File: src/inc/msc_pkg.sv
// register map, field positions and reset values of the meter status and
// control bank; shared by the bank and its verification environment
package msc_pkg;

  localparam int unsigned DW = 24;
  localparam int unsigned AW = 8;

  // printed offsets are word indices; byte address is four times the index
  localparam logic [5:0] IDX_FLAGS = 6'h0F;
  localparam logic [5:0] IDX_MASK  = 6'h1A;
  localparam logic [5:0] IDX_TEMP  = 6'h1B;
  localparam logic [5:0] IDX_CTRL  = 6'h1C;
  localparam logic [5:0] IDX_EPLS  = 6'h1D;
  localparam logic [5:0] IDX_SPLS  = 6'h1E;
  localparam logic [5:0] IDX_QPLS  = 6'h1F;
  localparam logic [1:0] BYTE_LSB  = 2'h0;

  localparam logic [DW-1:0] FLAGS_RST = 24'h000001;
  localparam logic [DW-1:0] MASK_RST  = 24'h000000;
  localparam logic [DW-1:0] CTRL_RST  = 24'h000000;
  localparam logic [DW-1:0] ZERO_RST  = 24'h000000;

  // event flag bit positions
  localparam int unsigned B_LOW_RATE_DONE = 23;
  localparam int unsigned B_CUR2_RANGE    = 22;
  localparam int unsigned B_VOLT2_RANGE   = 21;
  localparam int unsigned B_SAMPLE_DONE   = 20;
  localparam int unsigned B_CUR2_RMS      = 19;
  localparam int unsigned B_VOLT2_RMS     = 18;
  localparam int unsigned B_CUR1_RANGE    = 17;
  localparam int unsigned B_VOLT1_RANGE   = 16;
  localparam int unsigned B_ENERGY2       = 15;
  localparam int unsigned B_CUR1_RMS      = 14;
  localparam int unsigned B_VOLT1_RMS     = 13;
  localparam int unsigned B_ENERGY1       = 12;
  localparam int unsigned B_CUR1_FAULT    = 11;
  localparam int unsigned B_VOLT1_DIP     = 10;
  localparam int unsigned B_CUR2_FAULT    = 9;
  localparam int unsigned B_VOLT2_DIP     = 8;
  localparam int unsigned B_TEMP_NEW      = 7;
  localparam int unsigned B_VOLT2_OSC     = 6;
  localparam int unsigned B_CUR2_OSC      = 5;
  localparam int unsigned B_VOLT1_OSC     = 4;
  localparam int unsigned B_CUR1_OSC      = 3;
  localparam int unsigned B_LOW_SUPPLY    = 2;
  localparam int unsigned B_FREQ_NEW      = 1;
  localparam int unsigned B_BAD_CMD_N     = 0;

  // control field positions
  localparam int unsigned C_PHASE_HI  = 23;
  localparam int unsigned C_PHASE_LO  = 16;
  localparam int unsigned C_CUR2_GAIN = 12;
  localparam int unsigned C_STOP      = 8;
  localparam int unsigned C_CUR1_GAIN = 5;
  localparam int unsigned C_IRQ_OD    = 4;
  localparam int unsigned C_CLK_OFF   = 2;
  localparam int unsigned C_OSC_OFF   = 1;
  // writable control bits; the stop bit is a strobe and reads as zero
  localparam logic [DW-1:0] CTRL_WMASK = 24'hFF1036;

  // temperature gain: unsigned, binary point right of bit 22
  localparam int unsigned TGAIN_FRAC = 22;

endpackage

File: src/logic/msc_regs.sv
// status, interrupt mask, control, temperature and pulse source registers
// of a two-channel metering device, reached by software over APB.
// assumes the datapath gives one-cycle event pulses and level conditions,
// all synchronous to pclk.
//
// What this block does
// - write one clears flag once condition gone
// - writing zero leaves a flag unchanged
// - only enabled flags drive the interrupt pin
// - bit 23 marks low-rate results or completion
// - bit 20 marks sample-rate results updated
// - bits 22,21,17,16 mark instantaneous overflow
// - bits 19,18,14,13 mark RMS overflow
// - bits 15,12 mark average power overflow
// - bits 11..8 mark faults and dips
// - bit 7 marks new temperature result
// - bits 6..3 mark modulator oscillation
// - low supply flag held until high threshold
// - bit 1 marks frequency ratio update
// - bit 0 drops on invalid command
// - temperature is signed, point right of bit 16
// - temperature rescaled by host gain and offset
// - pulse sources are signed fractions driving outputs
// - control 23..16 hold channel-2 phase delay
// - gain bits select 250mV or 50mV range
// - control bit 8 one stops memory commands
// - control bit 4 selects open-drain interrupt
// - bits 2,1 disable clock out, oscillator
`timescale 1ns/100ps

module msc_regs (
  // clock and reset
  input  wire logic                    pclk,
  input  wire logic                    presetn,
  // apb slave
  input  wire logic                    psel,
  input  wire logic                    penable,
  input  wire logic                    pwrite,
  input  wire logic [msc_pkg::AW-1:0]  paddr,
  input  wire logic [31:0]             pwdata,
  output logic      [31:0]             prdata,
  output logic                         pready,
  output logic                         pslverr,
  // datapath events: one-cycle pulses, bit positions as in event_flags
  input  wire logic [msc_pkg::DW-1:0]  evt_set,
  // datapath conditions still present, same positions
  input  wire logic [msc_pkg::DW-1:0]  cond_active,
  input  wire logic                    bad_command,
  // supply monitor comparators
  input  wire logic                    supply_below_low,
  input  wire logic                    supply_above_high,
  // raw temperature and its scaling
  input  wire logic [msc_pkg::DW-1:0]  temp_raw,
  input  wire logic                    temp_raw_valid,
  input  wire logic [msc_pkg::DW-1:0]  temp_gain,
  input  wire logic [msc_pkg::DW-1:0]  temp_offset,
  // pulse source values from the energy datapath
  input  wire logic [msc_pkg::DW-1:0]  active_pwr_in,
  input  wire logic [msc_pkg::DW-1:0]  apparent_pwr_in,
  input  wire logic [msc_pkg::DW-1:0]  reactive_pwr_in,
  input  wire logic                    pulse_in_valid,
  // pulse generator drive
  output logic      [msc_pkg::DW-1:0]  active_pulse_src,
  output logic      [msc_pkg::DW-1:0]  apparent_pulse_src,
  output logic      [msc_pkg::DW-1:0]  reactive_pulse_src,
  // control outputs
  output logic      [7:0]              ch2_phase_delay,
  output logic                         cur1_range_select,
  output logic                         cur2_range_select,
  output logic                         irq_open_drain_sel,
  output logic                         host_clk_out_off,
  output logic                         xtal_osc_off,
  output logic                         eeprom_stop,
  // interrupt pin, active low
  output logic                         irq_n_out,
  output logic                         irq_n_oe
);

  localparam int unsigned DW = msc_pkg::DW;

  // ==========================================================================
  // apb decode
  // ==========================================================================
  logic [DW-1:0] flags_q, flags_d;
  logic [DW-1:0] mask_q;
  logic [DW-1:0] ctrl_q;
  logic [DW-1:0] temp_q;
  logic [DW-1:0] epls_q, spls_q, qpls_q;
  logic          supply_low_q, supply_low_d;
  logic          stop_q;
  logic [31:0]   prdata_q;
  logic          pready_q;
  logic          pslverr_q;

  wire logic [5:0] idx      = paddr[msc_pkg::AW-1:2];
  wire logic       aligned  = paddr[1:0] == msc_pkg::BYTE_LSB;
  wire logic       setup    = psel & ~penable;
  wire logic       access   = psel & penable & pready_q;
  wire logic       wr       = access & pwrite;
  wire logic       hit_flag = aligned & (idx == msc_pkg::IDX_FLAGS);
  wire logic       hit_mask = aligned & (idx == msc_pkg::IDX_MASK);
  wire logic       hit_temp = aligned & (idx == msc_pkg::IDX_TEMP);
  wire logic       hit_ctrl = aligned & (idx == msc_pkg::IDX_CTRL);
  wire logic       hit_epls = aligned & (idx == msc_pkg::IDX_EPLS);
  wire logic       hit_spls = aligned & (idx == msc_pkg::IDX_SPLS);
  wire logic       hit_qpls = aligned & (idx == msc_pkg::IDX_QPLS);
  wire logic       hit_ro   = hit_temp | hit_epls | hit_spls | hit_qpls;
  wire logic       hit_any  = hit_flag | hit_mask | hit_ctrl | hit_ro;
  // writes to read-only words are refused as well as unmapped addresses
  wire logic       bad_acc  = ~hit_any | (pwrite & hit_ro);

  wire logic [DW-1:0] wdata   = pwdata[DW-1:0];
  wire logic          wr_flag = wr & hit_flag;
  wire logic          wr_mask = wr & hit_mask;
  wire logic          wr_ctrl = wr & hit_ctrl;

  // unmapped and misaligned words read as zero
  wire logic [DW-1:0] rd_word =
    hit_flag ? flags_q :
    hit_mask ? mask_q  :
    hit_ctrl ? ctrl_q  :
    hit_temp ? temp_q  :
    hit_epls ? epls_q  :
    hit_spls ? spls_q  :
    hit_qpls ? qpls_q  : msc_pkg::ZERO_RST;

  // no wait state: read data is captured in setup, so it is stable
  // through the whole access phase
  always_ff @(posedge pclk or negedge presetn) begin
    if (!presetn) begin
      pready_q  <= 1'b0;
      prdata_q  <= 32'h00000000;
      pslverr_q <= 1'b0;
    end else begin
      pready_q  <= setup;
      pslverr_q <= setup & bad_acc;
      if (setup && !pwrite) begin
        prdata_q <= {{(32-DW){1'b0}}, rd_word};
      end
    end
  end

  assign prdata  = prdata_q;
  assign pready  = pready_q;
  assign pslverr = pslverr_q;

  // ==========================================================================
  // temperature result
  // ==========================================================================
  // scaling costs one pipeline stage so the multiplier never meets the adder
  // in one 4 ns cycle
  logic [DW-1:0]   temp_prod_q;
  logic            temp_prod_vld_q;
  logic            temp_new_q;

  wire logic signed [DW:0]     raw_s  = {temp_raw[DW-1], temp_raw};
  wire logic signed [DW:0]     gain_s = {1'b0, temp_gain};
  wire logic signed [2*DW+1:0] prod_w = raw_s * gain_s;
  wire logic [DW-1:0]          prod_shift =
    prod_w[msc_pkg::TGAIN_FRAC +: DW];
  wire logic [DW-1:0]          temp_scaled =
    temp_prod_q + temp_offset;

  always_ff @(posedge pclk or negedge presetn) begin
    if (!presetn) begin
      temp_prod_q     <= msc_pkg::ZERO_RST;
      temp_prod_vld_q <= 1'b0;
      temp_q          <= msc_pkg::ZERO_RST;
      temp_new_q      <= 1'b0;
    end else begin
      temp_prod_vld_q <= temp_raw_valid;
      temp_new_q      <= temp_prod_vld_q;
      if (temp_raw_valid) begin
        temp_prod_q <= prod_shift;
      end
      if (temp_prod_vld_q) begin
        // signed word, eight integer bits above sixteen fraction bits
        temp_q <= temp_scaled;
      end
    end
  end

  // ==========================================================================
  // pulse sources
  // ==========================================================================
  always_ff @(posedge pclk or negedge presetn) begin
    if (!presetn) begin
      epls_q <= msc_pkg::ZERO_RST;
      spls_q <= msc_pkg::ZERO_RST;
      qpls_q <= msc_pkg::ZERO_RST;
    end else if (pulse_in_valid) begin
      epls_q <= active_pwr_in;
      spls_q <= apparent_pwr_in;
      qpls_q <= reactive_pwr_in;
    end
  end

  assign active_pulse_src   = epls_q;
  assign apparent_pulse_src = spls_q;
  assign reactive_pulse_src = qpls_q;

  // ==========================================================================
  // event flags
  // ==========================================================================
  // the low supply flag keeps its condition alive until the high threshold
  // is crossed, giving the hysteresis the comparators alone do not have
  always_comb begin
    supply_low_d = supply_low_q;
    if (supply_below_low) begin
      supply_low_d = 1'b1;
    end else if (supply_above_high) begin
      supply_low_d = 1'b0;
    end
  end

  // set sources: bits 23..8, 6..3 and 1 from the datapath, 7 and 2 from here
  logic [DW-1:0] set_vec;
  logic [DW-1:0] hold_vec;
  always_comb begin
    set_vec = msc_pkg::ZERO_RST;
    // datapath pulses pass straight through, one flag per position;
    // spelled out bit by bit so a moved position shows in one place
    // results ready, low rate and sample rate
    set_vec[msc_pkg::B_LOW_RATE_DONE] =
      evt_set[msc_pkg::B_LOW_RATE_DONE];
    set_vec[msc_pkg::B_SAMPLE_DONE] =
      evt_set[msc_pkg::B_SAMPLE_DONE];
    // instantaneous overflow
    set_vec[msc_pkg::B_CUR2_RANGE] =
      evt_set[msc_pkg::B_CUR2_RANGE];
    set_vec[msc_pkg::B_VOLT2_RANGE] =
      evt_set[msc_pkg::B_VOLT2_RANGE];
    set_vec[msc_pkg::B_CUR1_RANGE] =
      evt_set[msc_pkg::B_CUR1_RANGE];
    set_vec[msc_pkg::B_VOLT1_RANGE] =
      evt_set[msc_pkg::B_VOLT1_RANGE];
    // rms overflow
    set_vec[msc_pkg::B_CUR2_RMS] =
      evt_set[msc_pkg::B_CUR2_RMS];
    set_vec[msc_pkg::B_VOLT2_RMS] =
      evt_set[msc_pkg::B_VOLT2_RMS];
    set_vec[msc_pkg::B_CUR1_RMS] =
      evt_set[msc_pkg::B_CUR1_RMS];
    set_vec[msc_pkg::B_VOLT1_RMS] =
      evt_set[msc_pkg::B_VOLT1_RMS];
    // average power overflow
    set_vec[msc_pkg::B_ENERGY2] =
      evt_set[msc_pkg::B_ENERGY2];
    set_vec[msc_pkg::B_ENERGY1] =
      evt_set[msc_pkg::B_ENERGY1];
    // current faults and voltage dips
    set_vec[msc_pkg::B_CUR1_FAULT] =
      evt_set[msc_pkg::B_CUR1_FAULT];
    set_vec[msc_pkg::B_VOLT1_DIP] =
      evt_set[msc_pkg::B_VOLT1_DIP];
    set_vec[msc_pkg::B_CUR2_FAULT] =
      evt_set[msc_pkg::B_CUR2_FAULT];
    set_vec[msc_pkg::B_VOLT2_DIP] =
      evt_set[msc_pkg::B_VOLT2_DIP];
    // modulator oscillation
    set_vec[msc_pkg::B_VOLT2_OSC] =
      evt_set[msc_pkg::B_VOLT2_OSC];
    set_vec[msc_pkg::B_CUR2_OSC] =
      evt_set[msc_pkg::B_CUR2_OSC];
    set_vec[msc_pkg::B_VOLT1_OSC] =
      evt_set[msc_pkg::B_VOLT1_OSC];
    set_vec[msc_pkg::B_CUR1_OSC] =
      evt_set[msc_pkg::B_CUR1_OSC];
    // frequency ratio update
    set_vec[msc_pkg::B_FREQ_NEW] =
      evt_set[msc_pkg::B_FREQ_NEW];
    // internal sources
    set_vec[msc_pkg::B_TEMP_NEW]   = temp_new_q;
    set_vec[msc_pkg::B_LOW_SUPPLY] = supply_below_low;
    set_vec[msc_pkg::B_BAD_CMD_N]  = 1'b0;
    // a condition still present blocks its clear
    hold_vec = cond_active;
    hold_vec[msc_pkg::B_LOW_SUPPLY] = supply_low_q;
    hold_vec[msc_pkg::B_BAD_CMD_N]  = 1'b0;
  end

  wire logic [DW-1:0] clr_vec = wr_flag ?
    (wdata & ~hold_vec) : msc_pkg::ZERO_RST;
  // a zero in the write data clears nothing
  wire logic [DW-1:0] kept    = flags_q & ~clr_vec;

  always_comb begin
    // event wins over a clear landing in the same cycle
    flags_d = kept | set_vec;
    // bit 0 runs its own set and restore; an invalid command wins
    if (bad_command) begin
      flags_d[msc_pkg::B_BAD_CMD_N] = 1'b0;
    end else if (wr_flag && wdata[msc_pkg::B_BAD_CMD_N]) begin
      flags_d[msc_pkg::B_BAD_CMD_N] = 1'b1;
    end else begin
      flags_d[msc_pkg::B_BAD_CMD_N] = flags_q[msc_pkg::B_BAD_CMD_N];
    end
  end

  always_ff @(posedge pclk or negedge presetn) begin
    if (!presetn) begin
      flags_q      <= msc_pkg::FLAGS_RST;
      supply_low_q <= 1'b0;
    end else begin
      flags_q      <= flags_d;
      supply_low_q <= supply_low_d;
    end
  end

  // ==========================================================================
  // mask and control
  // ==========================================================================
  always_ff @(posedge pclk or negedge presetn) begin
    if (!presetn) begin
      mask_q <= msc_pkg::MASK_RST;
      ctrl_q <= msc_pkg::CTRL_RST;
      stop_q <= 1'b0;
    end else begin
      if (wr_mask) begin
        mask_q <= wdata;
      end
      // the stop bit is masked off here; it lives only as a strobe
      if (wr_ctrl) begin
        ctrl_q <= wdata & msc_pkg::CTRL_WMASK;
      end
      // a zero write leaves any command sequence running
      stop_q <= wr_ctrl & wdata[msc_pkg::C_STOP];
    end
  end

  assign ch2_phase_delay    =
    ctrl_q[msc_pkg::C_PHASE_HI:msc_pkg::C_PHASE_LO];
  // zero selects the 250mV range, one the 50mV range
  assign cur1_range_select  = ctrl_q[msc_pkg::C_CUR1_GAIN];
  assign cur2_range_select  = ctrl_q[msc_pkg::C_CUR2_GAIN];
  assign irq_open_drain_sel = ctrl_q[msc_pkg::C_IRQ_OD];
  assign host_clk_out_off   = ctrl_q[msc_pkg::C_CLK_OFF];
  assign xtal_osc_off       = ctrl_q[msc_pkg::C_OSC_OFF];
  assign eeprom_stop        = stop_q;

  // ==========================================================================
  // interrupt pin
  // ==========================================================================
  // the pin follows next-state flags, so it moves with the flag register
  // bit 0 is active low, so its request is the zero state
  wire logic [DW-1:0] req_vec =
    {flags_d[DW-1:1], ~flags_d[msc_pkg::B_BAD_CMD_N]};
  wire logic irq_act_d = |(req_vec & mask_q);
  wire logic od_sel_d  = wr_ctrl ? wdata[msc_pkg::C_IRQ_OD] :
                                   ctrl_q[msc_pkg::C_IRQ_OD];

  logic irq_out_q;
  logic irq_oe_q;
  always_ff @(posedge pclk or negedge presetn) begin
    if (!presetn) begin
      irq_out_q <= 1'b1;
      irq_oe_q  <= 1'b1;
    end else begin
      // open drain only pulls low; push-pull always drives
      irq_out_q <= od_sel_d ? 1'b0 : ~irq_act_d;
      irq_oe_q  <= od_sel_d ? irq_act_d : 1'b1;
    end
  end

  assign irq_n_out = irq_out_q;
  assign irq_n_oe  = irq_oe_q;

endmodule

File: config.mk
export PLATFORM = sky130hd
export DESIGN_NAME = msc_regs
export DESIGN_NICKNAME = d
export VERILOG_FILES = /design/src/inc/msc_pkg.sv /design/src/logic/msc_regs.sv
export SDC_FILE = /design/constraint.sdc
export NUM_CORES = 2
export LEC_CHECK = 0
export BUFFER_PORTS_ARGS = -buffer_cell sky130_fd_sc_hd__buf_2
export CAP_MARGIN = 40
export CORE_MARGIN = 3
export CORE_UTILIZATION = 60
export DETAILED_ROUTE_END_ITERATION = 7
export HOLD_SLACK_MARGIN = 0.12
export PLACE_DENSITY = 0.82
export REMOVE_ABC_BUFFERS = 1
export SLEW_MARGIN = 20
export SYNTH_ARGS = -nofsm -noshare
export SYNTH_HDL_FRONTEND = slang
export SYNTH_SLANG_ARGS = --single-unit
File: constraint.sdc
create_clock -name pclk -period 7.05 [get_ports pclk]
set_input_delay 1.41 -clock pclk [delete_from_list [all_inputs] [get_ports pclk]]
set_output_delay 1.41 -clock pclk [all_outputs]
set_load 0.05 [all_outputs]
==> reports/metrics.cfg <==
[worst_setup_path]
end_kind=register
r2r_end=irq_n_oe
critPathArrivalTime_ns=7.86
reg2regPathDepth=8
cpMostUsedCell=fa_1
crit_path_start_kind=input port
path_max_fanout=6
ff2ff_setup_slack_ns=3.91
crit_start=temp_raw[12]
critPathMaxStageDelay_ns=0.58
crit_family=adder cells
crit_buf_inv=9
critPathSlowestCell=fa_1
cp.required_ns=7.50
r2r-start=pready
path_class=input port to register

[global_routing]
antenna_found_initial=21
grt_max_degree=148
grt_pass1_wl_um=134000
grt_overflow_total=0
grt_pass1_vias=25439
track_usage_pct=33.5

[logic_synthesis]
ys_async_sr_fraction_pct=100
yosys_warnings=0
synth_top_area_cell=fa_1
yosys_most_used_dff=dfrtp_1
syn_inst=2948
yosysSeqAreaShare_pct=18.6
synth_seq_cells=213
synth_cell_types=82
syn_avg_cell_area_um2=9.75
synth_edf_count=0
synth_top_area_share_pct=33.6
yosys-top-cells-area=fa_1, dfrtp_1, ha_1, inv_1, and2_1
synth_area_um2=28700

[cts]
htreeDepth=1
cts_tree=built
clock-root-buffer=clkbuf_16
clk_pin_slew_worst_paths_ns=0.07
numClockSinks=213
holdBufCountCts=0
numCtsBuffers=20
clkLatencyLatePin_ns=0.51
clockBufferDepth=3

[sta]
max_slew_margin_pct=42.5
post-route-period-util_pct=105
fmax_mhz=135
maxSlewViolCount=0
clock_skew_ns=0.0221
hold_viol_final=0
tightest_slew_ns=0.861
setup_viol=18
layout_min_cycle_time_ns=7.42
grt_setup_unrepaired=yes
fin_ws_ns=-0.369

[routing]
first_pass_iters=7
ant_nets=0
drt_drc_violations_left=0
drtIter0Drc=2008
wl_per_cell_um=21.5
vias=23833
wirelength_um=87300
drt-vias-per-instance=5.87

[placed_design]
io_buffer_count=342
numPlacedInstances=3963
hpwl_um=69000
place_area_um2=32400
gp_congestion=0.960

[floorplanning]
start_util_pct=61.2
rows=79
dieWidth_um=225
die_h_um=225
dieArea_um2=50600
io_pins=364
core-area_um2=47000

[final_layout]
syn2layout_area_growth_pct=19.8
multiInputGateArea_um2=21400
finalNonFillerCells=4058
design_area_um2=34400
fill_cells=3060
layout.nets=4343
drive_gt1_share_pct=27.7
regArea_um2=5330
most-common-layout-cells=inv_1, fa_1, nand2_1
layout_commonest_cell=inv_1

[min_path]
hold_end=flags_q[7]
hold_path.class=register to register
holdPathStages=1
min_from=temp_new_q

[flow_run]
cap_violations=0

[status]
failed_checks=setup timing
status=finished, violations left

## stage by stage
| step | utilization (%) | setup WS, ns | setup TNS (ns) | hold WS (ns) |
|---|---|---|---|---|
| final | 73.3 | -0.369 | -2.57 | 0.470 |
| after global routing | 73.3 | -0.473 | -5.45 | 0.509 |
| after CTS | 72.0 | -0.174 | -0.597 | 0.469 |
| after detailed placement | 69.0 | -1.12 | -17.51 | 0.453 |
| after global placement | 68.9 | -0.987 | -15.49 | 0.453 |
| after floorplan | - | -0.230 | -1.23 | 0.423 |
## routing by layer
| metal | global-route usage [%] | routed length [um] |
|---|---|---|
| met1 | 40.4 | 30900 |
| met4 | 18.5 | 5200 |
| met3 | 5.05 | 7410 |
| met2 | 58.2 | 43800 |
| met5 | 0 | 13 |
## sequential cells by signal, summed over array words and instances, names as in the netlist, 13 cells and up
signal / flops
active_pulse_src: 24
apparent_pulse_src: 24
flags_q: 24
mask_q: 24
prdata: 24
reactive_pulse_src: 24
temp_prod_q: 24
temp_q: 24
ctrl_q: 13
## kinds of logic after synthesis
family / Yosys count / share of synthesized area (%)
AOI/OAI and AO/OA: 313 / 7.73
DFF: 213 / 18.6
muxes: 151 / 5.92
adders and majority gates: 682 / 42.3
and+or+nand+nor: 834 / 14.7
other: 1 / 0.0130
buffers and inverters: 709 / 9.46
xor gates and xnor gates: 45 / 1.37
## final cells by class
cell class                 count  share of cell area (%)
multi-input combinational   2033                    62.2
sequential                   213                    15.5
timing repair buffer         599                    12.2
inverter                     552                    6.02
tap                          607                    2.21
clock buffer                  30                    1.62
antenna                       20                   0.145
clock inverter                 4                   0.109
## worst max path at each step
stage / to / slack [ns] / cells past startpoint
final: temp_prod_q[21] / -0.37 / 25
after CTS: temp_prod_q[21] / -0.17 / 26
after global routing: temp_prod_q[21] / -0.47 / 25
after floorplan: temp_prod_q[17] / -0.23 / 23
after global placement: temp_prod_q[22] / -0.99 / 25
after detailed placement: temp_prod_q[22] / -1.12 / 24
## timing repair
| action | CTS | global route |
|---|---|---|
| pin swaps | 99 | 80 |
| setup endpoints to repair | 20 | 23 |
| setup buffers | 29 | 16 |
| cloned | 1 | 0 |
| gates resized for setup | 164 | 132 |
## synth_stat cells (19+ instances only)
cell type,count
o21ai_0,38
nand2_1,337
nor2_1,77
nand2b_1,19
inv_1,552
a221oi_1,24
dfrtp_1,210
nand4_1,30
fa_1,482
a22oi_1,19
xnor2_1,36
a21oi_1,78
clkbuf_1,130
and2_1,266
mux2_2,140
nor2b_1,38
a31oi_1,19
a21o_1,53
ha_1,200
Power is left out: the tool's default activity adds up to more than one toggle a clock period on the data nets, which glitch-free logic cannot reach.
